**config.mk**
```make
export PLATFORM = sky130hd
export DESIGN_NAME = pbid_bar_decode
export DESIGN_NICKNAME = d
export VERILOG_FILES = /design/src/rtl/pbid_pkg.sv /design/src/rtl/pbid_bar_decode.sv
export SDC_FILE = /design/constraint.sdc
export NUM_CORES = 1
export LEC_CHECK = 0
export BUFFER_PORTS_ARGS = -buffer_cell sky130_fd_sc_hd__buf_2
export CORE_ASPECT_RATIO = 1.5
export CORE_UTILIZATION = 40
export CTS_CLUSTER_DIAMETER = 150
export CTS_CLUSTER_SIZE = 10
export DETAILED_ROUTE_END_ITERATION = 10
export HOLD_SLACK_MARGIN = 0.06
export PLACE_DENSITY = 0.7
export SYNTH_ARGS = -nofsm -noshare
export SYNTH_HDL_FRONTEND = slang
export SYNTH_SLANG_ARGS = --single-unit
```
**constraint.sdc**
```tcl
create_clock -name clk_sys -period 20.9 [get_ports clk_sys]
set_input_delay 6.27 -clock clk_sys [delete_from_list [all_inputs] [get_ports clk_sys]]
set_output_delay 6.27 -clock clk_sys [all_outputs]
set_load 0.02 [all_outputs]
```
**src/rtl/pbid_pkg.sv**
```systemverilog
`default_nettype none
package pbid_pkg;
	localparam logic [7:0] OFF_MSG_BASE = 8'h10;
	localparam logic [7:0] OFF_REG_BASE = 8'h14;
	localparam logic [7:0] OFF_TGT0_BASE = 8'h18;
	localparam logic [7:0] OFF_TGT1_BASE = 8'h1C;
	localparam logic [7:0] OFF_TGT2_BASE = 8'h20;
	localparam logic [7:0] OFF_TGT3_BASE = 8'h24;
	localparam logic [7:0] OFF_SUBSYS_ID = 8'h2C;
	localparam int BA64_LSB = 16;
	localparam int BA4_LSB = 12;
	localparam int PREFETCH_BIT = 3;
	localparam int MSG_LOCAL_LSB = 12;
	localparam logic PREFETCH_RST = 1'b1;
	localparam logic [15:0] BA64_RST = 16'h0000;
	localparam logic [19:0] BA4_RST = 20'h00000;
	localparam logic [31:0] SUBSYS_RST = 32'h0000_0000;
	localparam int NUM_TGT = 4;

	typedef struct packed {
		logic valid;
		logic from_pci;
		logic write;
		logic [7:0] offset;
		logic [3:0] byte_en;
		logic [31:0] wdata;
	} pbid_cfg_req_t;

	typedef struct packed {
		logic [15:0] msg_size_mask;
		logic [19:0] reg_dummy;
	} pbid_unused_t;
endpackage
`default_nettype wire

```
**src/rtl/pbid_bar_decode.sv**
```systemverilog
// Functional notes
// RULE1 - Message image sits on 64 KB base
// RULE2 - Queues and host registers in lowest 4 KB
// RULE3 - Message offsets above 4 KB go to processor
// RULE4 - Message image only on primary port
// RULE5 - Software programs BARs before memory accesses
// RULE6 - Zero base disables unless zero allowed
// RULE7 - Message BAR writes need its enable
// RULE8 - Register image on 4 KB base
// RULE9 - Register BAR writes need misc enable
// RULE10 - Register image prefetch reads zero
// RULE11 - Four target BARs at 0x018 to 0x024
// RULE12 - Block size field sizes each window
// RULE13 - Target BAR writes need their enables
// RULE14 - Target prefetch programmable, resets to one
// RULE15 - Space and type read as zero
// RULE16 - Subsystem register written only locally
// RULE17 - Subsystem ID high, vendor ID low
// RULE18 - Claim when enabled and upper bits match
// RULE19 - Unused low BAR bits read zero
`default_nettype none
module pbid_bar_decode (
	// Clock and reset.
	input wire logic clk_sys,
	input wire logic sys_rst,
	// Configuration access from PCI or local processor.
	input wire pbid_pkg::pbid_cfg_req_t cfg_req,
	output logic [31:0] cfg_rdata,
	output logic cfg_ack,
	// Preload values, captured one cycle after reset release.
	input wire logic eeprom_load,
	input wire logic [4:0] eeprom_prefetch,
	input wire logic [31:0] eeprom_subsys,
	// Controls from the image control and misc registers.
	input wire logic primary_port,
	input wire logic zero_base_allow,
	input wire logic regimage_base_write_enable,
	input wire logic msg_base_write_enable,
	input wire logic [3:0] tgt_base_write_enable,
	input wire logic [3:0] msg_block_size_field,
	input wire logic [15:0] tgt_block_size_field,
	// PCI memory address to decode.
	input wire logic [31:0] mem_addr,
	output logic msg_hit,
	output logic msg_local_hit,
	output logic msg_fwd_hit,
	output logic reg_hit,
	output logic [11:0] reg_index,
	output logic [3:0] tgt_hit,
	output logic [3:0] tgt_prefetch
);
	logic [15:0] msg_ba_reg;
	logic msg_pf_reg;
	logic [19:0] reg_ba_reg;
	logic [15:0] tgt_ba_reg [4];
	logic [3:0] tgt_pf_reg;
	logic [31:0] subsys_reg;
	logic [31:0] rdata_next;
	logic load_pending_reg;
	logic [31:0] msg_wmerge;
	logic [31:0] reg_wmerge;
	logic [31:0] tgt_wmerge [4];

	// Byte merge, used by the base and subsystem registers; prefetch bits take lane 0 directly.
	function automatic logic [31:0] merge(input logic [31:0] old, input logic [31:0] wd,
			input logic [3:0] be);
		logic [31:0] r;
		r = old;
		for (int i = 0; i < 4; i++) begin
			if (be[i]) begin
				r[i*8 +: 8] = wd[i*8 +: 8];
			end
		end
		return r;
	endfunction

	// Block size n gives a window of 64 KB shifted left n; mask of compared base bits.
	function automatic logic [15:0] size_mask(input logic [3:0] bs);
		return 16'hFFFF << bs;
	endfunction

	// Upper-bit compare of an address against a base, zero base gated.
	function automatic logic base_match(input logic [15:0] ba, input logic [15:0] a,
			input logic [3:0] bs, input logic zok);
		logic [15:0] m;
		m = size_mask(bs);
		return ((ba & m) == (a & m)) && ((ba != 16'h0000) || zok);
	endfunction

	wire logic wr = cfg_req.valid && cfg_req.write;
	wire logic [31:0] wnew = cfg_req.wdata;

	// Lanes that a write leaves out keep their old value.
	always_comb begin
		msg_wmerge = merge({msg_ba_reg, 16'h0000}, wnew, cfg_req.byte_en);
		reg_wmerge = merge({reg_ba_reg, 12'h000}, wnew, cfg_req.byte_en);
		for (int i = 0; i < pbid_pkg::NUM_TGT; i++) begin
			tgt_wmerge[i] = merge({tgt_ba_reg[i], 16'h0000}, wnew, cfg_req.byte_en);
		end
	end

	// Preload is taken on the first clock after reset, never under reset itself.
	always_ff @(posedge clk_sys or posedge sys_rst) begin
		if (sys_rst) begin
			load_pending_reg <= 1'b1;
		end else begin
			load_pending_reg <= 1'b0;
		end
	end

	// RULE7 message write gate
	// RULE1 base field 16 bits
	// RULE4 primary port only
	always_ff @(posedge clk_sys or posedge sys_rst) begin
		if (sys_rst) begin
			msg_ba_reg <= pbid_pkg::BA64_RST;
			msg_pf_reg <= pbid_pkg::PREFETCH_RST;
		end else if (load_pending_reg && eeprom_load) begin
			msg_pf_reg <= eeprom_prefetch[4];
		end else if (wr && primary_port && msg_base_write_enable &&
				cfg_req.offset == pbid_pkg::OFF_MSG_BASE) begin
			msg_ba_reg <= msg_wmerge[31:16];
			if (cfg_req.byte_en[0]) begin
				msg_pf_reg <= wnew[pbid_pkg::PREFETCH_BIT];
			end
		end
	end

	// RULE9 register BAR gate
	// RULE8 base field 20 bits
	always_ff @(posedge clk_sys or posedge sys_rst) begin
		if (sys_rst) begin
			reg_ba_reg <= pbid_pkg::BA4_RST;
		end else if (wr && regimage_base_write_enable &&
				cfg_req.offset == pbid_pkg::OFF_REG_BASE) begin
			reg_ba_reg <= reg_wmerge[31:12];
		end
	end

	// RULE13 target write gates
	// RULE11 four consecutive BARs
	// RULE14 prefetch resets high
	always_ff @(posedge clk_sys or posedge sys_rst) begin
		if (sys_rst) begin
			for (int i = 0; i < pbid_pkg::NUM_TGT; i++) begin
				tgt_ba_reg[i] <= pbid_pkg::BA64_RST;
			end
			tgt_pf_reg <= {4{pbid_pkg::PREFETCH_RST}};
		end else if (load_pending_reg && eeprom_load) begin
			tgt_pf_reg <= eeprom_prefetch[3:0];
		end else begin
			for (int i = 0; i < pbid_pkg::NUM_TGT; i++) begin
				if (wr && tgt_base_write_enable[i] &&
						cfg_req.offset == pbid_pkg::OFF_TGT0_BASE + 8'(4 * i)) begin
					tgt_ba_reg[i] <= tgt_wmerge[i][31:16];
					if (cfg_req.byte_en[0]) begin
						tgt_pf_reg[i] <= wnew[pbid_pkg::PREFETCH_BIT];
					end
				end
			end
		end
	end

	// RULE16 local writes only
	// RULE17 ID halves
	always_ff @(posedge clk_sys or posedge sys_rst) begin
		if (sys_rst) begin
			subsys_reg <= pbid_pkg::SUBSYS_RST;
		end else if (load_pending_reg && eeprom_load) begin
			subsys_reg <= eeprom_subsys;
		end else if (wr && !cfg_req.from_pci && cfg_req.offset == pbid_pkg::OFF_SUBSYS_ID) begin
			subsys_reg <= merge(subsys_reg, wnew, cfg_req.byte_en);
		end
	end

	// RULE15 space type zero
	// RULE19 unused bits zero
	// RULE10 register prefetch zero
	always_comb begin
		rdata_next = 32'h0000_0000;
		unique case (cfg_req.offset)
			pbid_pkg::OFF_MSG_BASE: begin
				if (primary_port) begin
					rdata_next = {msg_ba_reg, 12'h000, msg_pf_reg, 3'h0};
				end
			end
			pbid_pkg::OFF_REG_BASE: rdata_next = {reg_ba_reg, 12'h000};
			pbid_pkg::OFF_TGT0_BASE: rdata_next = {tgt_ba_reg[0], 12'h000, tgt_pf_reg[0], 3'h0};
			pbid_pkg::OFF_TGT1_BASE: rdata_next = {tgt_ba_reg[1], 12'h000, tgt_pf_reg[1], 3'h0};
			pbid_pkg::OFF_TGT2_BASE: rdata_next = {tgt_ba_reg[2], 12'h000, tgt_pf_reg[2], 3'h0};
			pbid_pkg::OFF_TGT3_BASE: rdata_next = {tgt_ba_reg[3], 12'h000, tgt_pf_reg[3], 3'h0};
			pbid_pkg::OFF_SUBSYS_ID: rdata_next = subsys_reg;
			default: rdata_next = 32'h0000_0000;
		endcase
	end

	always_ff @(posedge clk_sys or posedge sys_rst) begin
		if (sys_rst) begin
			cfg_rdata <= 32'h0000_0000;
			cfg_ack <= 1'b0;
		end else begin
			cfg_ack <= cfg_req.valid;
			if (cfg_req.valid && !cfg_req.write) begin
				cfg_rdata <= rdata_next;
			end
		end
	end

	// RULE18 claim decode
	// RULE6 zero base gate
	// RULE12 window sizing
	always_comb begin
		msg_hit = primary_port && base_match(msg_ba_reg, mem_addr[31:16],
			msg_block_size_field, zero_base_allow);
		reg_hit = ((reg_ba_reg == mem_addr[31:12]) &&
			((reg_ba_reg != 20'h00000) || zero_base_allow));
		for (int i = 0; i < pbid_pkg::NUM_TGT; i++) begin
			tgt_hit[i] = base_match(tgt_ba_reg[i], mem_addr[31:16],
				tgt_block_size_field[i*4 +: 4], zero_base_allow);
		end
	end

	// RULE2 lowest 4 KB local
	// RULE3 above 4 KB forwarded
	assign msg_local_hit = msg_hit && (mem_addr[15:pbid_pkg::MSG_LOCAL_LSB] == 4'h0) &&
		((mem_addr[31:16] & ~size_mask(msg_block_size_field)) == 16'h0000);
	assign msg_fwd_hit = msg_hit && !msg_local_hit;
	// RULE8 register index
	assign reg_index = mem_addr[11:0];
	// RULE14 prefetch attribute out
	assign tgt_prefetch = tgt_pf_reg;

	// The decode is pure, so address to hit is checked in the same cycle.
	AST_ZERO_OFF: assert property (@(posedge clk_sys) disable iff (sys_rst) // RULE6
		(tgt_ba_reg[0] == 16'h0000 && !zero_base_allow) |-> !tgt_hit[0])
		else $error("Target image 0 claimed with zero base.");
	AST_MSG_SPLIT: assert property (@(posedge clk_sys) disable iff (sys_rst) // RULE3
		msg_hit |-> (msg_local_hit ^ msg_fwd_hit))
		else $error("Message image split wrong.");
	AST_MSG_LOCAL: assert property (@(posedge clk_sys) disable iff (sys_rst) // RULE2
		msg_local_hit |-> mem_addr[15:12] == 4'h0)
		else $error("Local message hit above 4 KB.");
	AST_MSG_WGATE: assert property (@(posedge clk_sys) disable iff (sys_rst) // RULE7
		!msg_base_write_enable && !(load_pending_reg) |=> $stable(msg_ba_reg))
		else $error("Message base changed without enable.");
	AST_REG_WGATE: assert property (@(posedge clk_sys) disable iff (sys_rst) // RULE9
		!regimage_base_write_enable |=> $stable(reg_ba_reg))
		else $error("Register base changed without enable.");
	AST_TGT_WGATE: assert property (@(posedge clk_sys) disable iff (sys_rst) // RULE13
		!tgt_base_write_enable[1] |=> $stable(tgt_ba_reg[1]))
		else $error("Target base changed without enable.");
	AST_SUBSYS_PCI: assert property (@(posedge clk_sys) disable iff (sys_rst) // RULE16
		(cfg_req.valid && cfg_req.from_pci && !load_pending_reg) |=> $stable(subsys_reg))
		else $error("PCI write changed subsystem register.");
	AST_REG_READ: assert property (@(posedge clk_sys) disable iff (sys_rst) // RULE10
		(cfg_req.valid && !cfg_req.write && cfg_req.offset == pbid_pkg::OFF_REG_BASE)
		|=> cfg_ack && cfg_rdata[11:0] == 12'h000)
		else $error("Register image low bits not zero.");
	AST_REG_HIT: assert property (@(posedge clk_sys) disable iff (sys_rst) // RULE18
		reg_hit |-> mem_addr[31:12] == reg_ba_reg)
		else $error("Register image hit on wrong base.");
	AST_SECONDARY: assert property (@(posedge clk_sys) disable iff (sys_rst) // RULE4
		!primary_port |-> !msg_hit)
		else $error("Message image claimed on secondary port.");
	AST_MSG_WRITE: assert property (@(posedge clk_sys) disable iff (sys_rst) // RULE7
		(wr && primary_port && msg_base_write_enable && !load_pending_reg &&
		cfg_req.offset == pbid_pkg::OFF_MSG_BASE && cfg_req.byte_en == 4'hF)
		|=> msg_ba_reg == $past(cfg_req.wdata[31:16]))
		else $error("Enabled message base write was lost.");
	AST_REG_WRITE: assert property (@(posedge clk_sys) disable iff (sys_rst) // RULE9
		(wr && regimage_base_write_enable && cfg_req.offset == pbid_pkg::OFF_REG_BASE &&
		cfg_req.byte_en == 4'hF) |=> reg_ba_reg == $past(cfg_req.wdata[31:12]))
		else $error("Enabled register base write was lost.");
	AST_TGT_WRITE: assert property (@(posedge clk_sys) disable iff (sys_rst) // RULE13
		(wr && tgt_base_write_enable[2] && !load_pending_reg &&
		cfg_req.offset == pbid_pkg::OFF_TGT2_BASE && cfg_req.byte_en == 4'hF)
		|=> tgt_ba_reg[2] == $past(cfg_req.wdata[31:16]))
		else $error("Enabled target base write was lost.");
	AST_TGT0_WGATE: assert property (@(posedge clk_sys) disable iff (sys_rst) // RULE13
		!tgt_base_write_enable[0] |=> $stable(tgt_ba_reg[0]))
		else $error("Target 0 base changed without enable.");
	AST_TGT2_WGATE: assert property (@(posedge clk_sys) disable iff (sys_rst) // RULE13
		!tgt_base_write_enable[2] |=> $stable(tgt_ba_reg[2]))
		else $error("Target 2 base changed without enable.");
	AST_TGT3_WGATE: assert property (@(posedge clk_sys) disable iff (sys_rst) // RULE13
		!tgt_base_write_enable[3] |=> $stable(tgt_ba_reg[3]))
		else $error("Target 3 base changed without enable.");
	AST_SUBSYS_LOCAL: assert property (@(posedge clk_sys) disable iff (sys_rst) // RULE16
		(wr && !cfg_req.from_pci && !load_pending_reg &&
		cfg_req.offset == pbid_pkg::OFF_SUBSYS_ID && cfg_req.byte_en == 4'hF)
		|=> subsys_reg == $past(cfg_req.wdata))
		else $error("Local subsystem write was lost.");
	AST_SUBSYS_LOAD: assert property (@(posedge clk_sys) disable iff (sys_rst) // RULE17
		(load_pending_reg && eeprom_load) |=> subsys_reg == $past(eeprom_subsys))
		else $error("Subsystem preload not taken.");
	AST_PF_LOAD: assert property (@(posedge clk_sys) disable iff (sys_rst) // RULE14
		(load_pending_reg && eeprom_load) |=> tgt_prefetch == $past(eeprom_prefetch[3:0]))
		else $error("Target prefetch preload not taken.");
	AST_PF_KEEP: assert property (@(posedge clk_sys) disable iff (sys_rst) // RULE14
		(!load_pending_reg && !wr) |=> $stable(tgt_prefetch))
		else $error("Target prefetch changed with no write.");
	AST_MSG_READ: assert property (@(posedge clk_sys) disable iff (sys_rst) // RULE15
		(cfg_req.valid && !cfg_req.write && cfg_req.offset == pbid_pkg::OFF_MSG_BASE)
		|=> cfg_rdata[2:0] == 3'h0 && cfg_rdata[15:4] == 12'h000)
		else $error("Message base fixed bits not zero.");
	AST_TGT_READ: assert property (@(posedge clk_sys) disable iff (sys_rst) // RULE19
		(cfg_req.valid && !cfg_req.write && cfg_req.offset == pbid_pkg::OFF_TGT1_BASE)
		|=> cfg_rdata[2:0] == 3'h0 && cfg_rdata[15:4] == 12'h000)
		else $error("Target base fixed bits not zero.");
	AST_SEC_READ: assert property (@(posedge clk_sys) disable iff (sys_rst) // RULE4
		(cfg_req.valid && !cfg_req.write && !primary_port &&
		cfg_req.offset == pbid_pkg::OFF_MSG_BASE) |=> cfg_rdata == 32'h0000_0000)
		else $error("Message base visible on secondary port.");
	AST_SEC_WRITE: assert property (@(posedge clk_sys) disable iff (sys_rst) // RULE4
		!primary_port |=> $stable(msg_ba_reg))
		else $error("Message base written on secondary port.");
	AST_MSG_FWD: assert property (@(posedge clk_sys) disable iff (sys_rst) // RULE3
		(msg_hit && mem_addr[15:12] != 4'h0) |-> msg_fwd_hit && !msg_local_hit)
		else $error("Message offset above 4 KB not forwarded.");
	AST_FWD_ONLY: assert property (@(posedge clk_sys) disable iff (sys_rst) // RULE3
		msg_fwd_hit |-> msg_hit && !msg_local_hit)
		else $error("Forward hit without message hit.");
	AST_LOCAL_ONLY: assert property (@(posedge clk_sys) disable iff (sys_rst) // RULE2
		msg_local_hit |-> msg_hit && !msg_fwd_hit)
		else $error("Local hit without message hit.");
	AST_ZERO_MSG: assert property (@(posedge clk_sys) disable iff (sys_rst) // RULE6
		(msg_ba_reg == 16'h0000 && !zero_base_allow) |-> !msg_hit)
		else $error("Message image claimed with zero base.");
	AST_ZERO_REG: assert property (@(posedge clk_sys) disable iff (sys_rst) // RULE6
		(reg_ba_reg == 20'h00000 && !zero_base_allow) |-> !reg_hit)
		else $error("Register image claimed with zero base.");
	AST_ZERO_TGT3: assert property (@(posedge clk_sys) disable iff (sys_rst) // RULE6
		(tgt_ba_reg[3] == 16'h0000 && !zero_base_allow) |-> !tgt_hit[3])
		else $error("Target image 3 claimed with zero base.");
	AST_REG_MATCH: assert property (@(posedge clk_sys) disable iff (sys_rst) // RULE8
		(reg_ba_reg != 20'h00000 && mem_addr[31:12] == reg_ba_reg) |-> reg_hit)
		else $error("Register image missed its base.");
	AST_TGT_MATCH: assert property (@(posedge clk_sys) disable iff (sys_rst) // RULE18
		(tgt_ba_reg[0] != 16'h0000 && tgt_block_size_field[3:0] == 4'h0 &&
		mem_addr[31:16] == tgt_ba_reg[0]) |-> tgt_hit[0])
		else $error("Target image 0 missed its base.");
	AST_TGT_SIZE: assert property (@(posedge clk_sys) disable iff (sys_rst) // RULE12
		(tgt_block_size_field[3:0] == 4'h1 && tgt_ba_reg[0] != 16'h0000 &&
		mem_addr[31:17] == tgt_ba_reg[0][15:1]) |-> tgt_hit[0])
		else $error("Target image 0 window too small.");
	AST_MSG_BASE: assert property (@(posedge clk_sys) disable iff (sys_rst) // RULE1
		(primary_port && msg_block_size_field == 4'h0 && msg_ba_reg != 16'h0000 &&
		mem_addr[31:16] == msg_ba_reg) |-> msg_hit && msg_local_hit == (mem_addr[15:12] == 4'h0))
		else $error("Message image missed its base.");
	AST_MSG_WIDE: assert property (@(posedge clk_sys) disable iff (sys_rst) // RULE12
		(msg_hit && msg_block_size_field == 4'h1 && mem_addr[16]) |-> msg_fwd_hit && !msg_local_hit)
		else $error("Wide message window offset not forwarded.");
endmodule
`default_nettype wire

```
### After elaboration in Yosys (flattened, before gate mapping)

Index checks and enable logic that the tools add are counted.
W data, S select, Z words.

* output and inout bits: 57
* word-level logic and storage cells: 149
* register bits after elaboration: 171
* input bits: 147

* multiplexer cells: 16
* shifts and indexed selects: 5
* equal/unequal tests: 13
* reductions and logical operators: 77
* bitwise operators: 13

Operators with widths (count)
* $pmux W32 S7: 1
* $and A16 B16 Y16: 11
* $mux W32: 3
* $eq A16 B16 Y1: 5
* $reduce_bool A16 Y1: 5
* $shl A16 B4 Y16 const A: 5
* $eq A8 B5 Y1 const B: 4
* $mux W8: 4
* $reduce_and A3 Y1: 10
* $logic_and A1 B1 Y1: 28
* $eq A8 B6 Y1 const B: 3
* $reduce_and A2 Y1: 12
* $eq A20 B20 Y1: 1
* $reduce_bool A2 Y1: 10
* $reduce_bool A20 Y1: 1
* $logic_not A16 Y1: 1
* $not A16 Y16: 1
* $mux W1: 7
* $logic_or A1 B1 Y1: 6
* $logic_not A4 Y1: 1
* $mux W4: 1
* $logic_not A1 Y1: 3
* $not A1 Y1: 1

### Logic depth before layout (Yosys ltp)

* depth after elaboration: 9
* mapped depth: 8
* depth with buffers taken out: 5

### Least setup slack after synthesis

OpenSTA, ideal clock, no wires.

* path type: input -> output
* from: input port mem_addr[26]
* to: output port tgt_hit[0]
* stages: 6
* slack: 6.154 ns
* arrival time: 8.476 ns
* cell sequence: clkbuf_1 > xor2_1 > a211o_1 > a221oi_1 > nand3_1 > a2111oi_0

* longest elaborated chain between the ends: 3

RTL lines
* start: declaration: RTL line pbid_bar_decode.sv:43 `input wire logic [31:0] mem_addr,`
* $and A16 B16 Y16: RTL line pbid_bar_decode.sv:87 `return ((ba & m) == (a & m)) && ((ba != 16'h0000) || zok);`
* $eq A16 B16 Y1: RTL line pbid_bar_decode.sv:87
* $logic_and A1 B1 Y1: RTL line pbid_bar_decode.sv:87
* end: declaration: RTL line pbid_bar_decode.sv:49 `output logic [3:0] tgt_hit,`

No other way between the ends.

### Final worst setup path

Ends and elaborated chain as after synthesis.

==> qor.yml <==
yosys:
  postSynthCellCount: 973
  syn_avg_cell_area_um2: 10.3
  netlist_top_cells_area: "dfrtp_1 41%, mux2_2 11%, xnor2_1 4.5%"
  synth.distinct_cells: 65
  synth_edf_count: 0
  ys_seq_elements: 171
  async_reset_ff_share_pct: 100
  syn-cell-area_um2: 9990
  syn-num-nets: 1120
  ys.flop_type: "dfrtp_1"
  yosys.area.top_type: "dfrtp_1"
  netlist.area_leader.share_pct: 41.3
  seq_area_frac_synth_pct: 42.9
  yosys_warnings: 0
finish:
  finish.utilization_pct: 47.6
  largest_reg_flops: 64
  final_nets: 1253
  fillers: 2320
  synthToLayoutAreaGrowth_pct: 16.6
  drive_gt1_share_pct: 32.6
power:
  peakVddDrop_uv: 56.0
  p_per_area_nw_per_um2: 66.5
  p_leak_nw: 5.40
critical_path:
  crit_chain: "buf_2 > xor2_1 > a211o_1 > a221oi_1 > nand3_1 > a2111oi_0 > buf_2"
  startpoint_type: "primary input"
  r2r_slack_ns: 18.28
  cp_num_buf_inv: 2
  worstPathRequired_ns: 14.63
  cp_slowest_stage_delay_ns: 0.44
  crit_top_cell: "buf_2"
  crit_type: "primary input to output pin"
  critPathTopFamily: "compound AO/OA/AOI/OAI gates"
  path_max_fanout: 7
  crit_slowest_cell: "a2111oi_0"
  end_kind: "output pin"
  cp.arrival_ns: 8.15
  ff2ff_path_depth: 4
  r2r_start: "load_pending_reg"
  regToRegEndpoint: "tgt_ba_reg[18]"
grt:
  grt_max_degree: 113
  grt_antenna_before_repair: 1
  grt_pass1_wl_mm: 51.2
  first_global_vias: 8576
  grt_overflow_total: 0
  groute.usage.overall_pct: 27.5
floorplanning:
  die_h_um: 196
  die_w_um: 131
  num_rows: 70
  start_util_pct: 40.9
  core-area_um2: 24400
  ios: 204
  dieArea_um2: 25600
min_path:
  hold_path_depth: 2
  worstHoldStart: "cfg_rdata[0]"
  holdPathEnd: "cfg_rdata[0]"
  min_path_type: "flop to flop"
clocking:
  cts_tree: "built"
  clk_latency_ns: 0.45
  cts_root_buf: "clkbuf_16"
  cts_buffer_depth: 2
  cts.repair.resized: 0
  clock_sinks: 171
  postCtsSetupBuffers: 0
  numCtsBuffers: 17
  path_clk_slew_ns: 0.07
  hold_buffers: 0
  htree_levels: 4
timing:
  slew_viol_final: 0
  fin_setup_tns_ns: 0
  relSlewSlack_pct: 26.3
  worstMarginPinSlew_ns: 1.10
  timing_hold_violations_final: 0
  period_needed_ns: 14.42
  setup_viol: 0
  fin_crit_sh_pct: 69.0
  rsz0062_at_grt: "no"
  clock_skew_ns: 0.00939
  fmax_mhz: 69.4
drt:
  num_vias: 8622
  drt_wl_total_mm: 34.1
  drc: 0
  drtIter0Drc: 977
  drt-pass1-iter-count: 8
  wl_per_cell_um: 23.6
  viasPerCell: 5.97
  ant_nets: 0
placed_design:
  port-buffer-count: 179
  dp_hpwl_mm: 25.7
  gp_congestion: 0.948
outcome:
  outcome: "complete, no violations"
job:
  drv_cap: 0
-- layout by cell type (no fill, tap or decap), types with 10 or more instances in the layout --
| cell | instances |
|---|---|
| mux2_2 | 97 |
| o211a_1 | 17 |
| nand2_1 | 74 |
| buf_4 | 10 |
| xnor2_1 | 51 |
| nand3_1 | 45 |
| buf_2 | 179 |
| a222oi_1 | 16 |
| a22oi_1 | 22 |
| a21oi_1 | 43 |
| clkbuf_16 | 17 |
| nor2_1 | 37 |
| dfrtp_1 | 165 |
| o21ai_0 | 58 |
| nor4_1 | 29 |
| a21bo_2 | 16 |
| nand4_1 | 17 |
| xor2_1 | 48 |
| mux2i_1 | 37 |
-- worst reg2reg max path, cell delays in order (launching register included) --
cell     delay (ns)
dfstp_2        0.37
nand2_2        0.75
nand2_1        0.42
nor2_2         0.56
mux2_2         0.41
-- synth_stat cells (all sizes together) (2+ instances only) --
master   instances
o22ai            2
dfrtp          165
nor3b            2
a222oi          16
nor4b            2
xor2            48
a21o             2
and3             5
dfstp            6
nand4           17
o21a             6
inv              9
clkbuf          47
a221oi           5
and2             7
a21bo           16
nand3           50
xnor2           51
and4             2
maj3             2
nand2           75
mux2i           37
a22o             4
nor3            10
o211ai           6
buf             28
a22oi           22
o41ai            4
nor2            46
nor4            29
a2111oi          3
mux2           100
or4              2
a31oi            6
a211oi           4
a21oi           43
o21ai           61
o211a           17
-- cells by family (layout without fill, tap and decap cells) --
| kind of cell | after synthesis | in the layout | synth area share [%] |
|---|---|---|---|
| AO/OA/AOI/OAI | 228 | 228 | 16.0 |
| XOR/XNOR | 99 | 99 | 8.68 |
| adder cells (fa/ha/maj) | 2 | 2 | 0.200 |
| buffers and inverters | 84 | 230 | 3.98 |
| flip-flops | 171 | 171 | 42.9 |
| multiplexers | 137 | 137 | 15.1 |
| other | 1 | 2 | 0.0375 |
| AND/OR/NAND/NOR | 251 | 251 | 13.1 |
-- per-stage QoR --
stage / setup slack, ns / hold WS (ns) / std cells / total power [mW] / cell area, µm²
global placement: 6.58 / 0.457 / 1411 / 0.443 / 11000
floorplan: 6.15 / 0.450 / 973 / 0.408 / 9990
global route: 6.41 / 0.493 / 1444 / 0.802 / 11600
CTS: 6.53 / 0.481 / 1443 / 0.780 / 11600
finish: 6.48 / 0.474 / 1444 / 0.774 / 11600
detailed placement: 6.53 / 0.465 / 1411 / 0.445 / 11000
-- cell type report --
type / instances / area, µm² / share of cell area (%)
Inverter: 9 / 38.8 / 0.333
Antenna cell: 1 / 2.50 / 0.0215
Clock buffer: 17 / 425 / 3.65
Sequential cell: 171 / 4290 / 36.8
Multi-Input combinational cell: 718 / 5310 / 45.6
Clock inverter: 15 / 204 / 1.75
Tap cell: 324 / 405 / 3.48
Timing Repair Buffer: 189 / 971 / 8.34
-- layer usage --
layer / part of all wire (%) / GRT usage [%]
met1: 40 / 34.0
met2: 49 / 45.6
met3: 6.7 / 4.41
met4: 4.6 / 13.9
met5: 0 / 0
-- report_power, final --
group          internal, mW  switching [mW]  leakage (nW)
sequential            0.343         0.00877          2.29
combinational        0.0319          0.0560          2.80
clock                 0.183           0.151         0.307
-- how the worst max path moves through the flow --
stage	startpoint	slack, ns	depth (start not counted)	end
final	mem_addr[26]	6.48	7	tgt_hit[0]
after global routing	mem_addr[26]	6.41	7	tgt_hit[0]
after global placement	mem_addr[30]	6.58	7	msg_fwd_hit
after CTS	mem_addr[26]	6.53	7	tgt_hit[0]
after detailed placement	mem_addr[26]	6.53	7	tgt_hit[0]
after floorplan	mem_addr[26]	6.15	6	tgt_hit[0]
No activity file was read; power rests on OpenSTA's default activity.
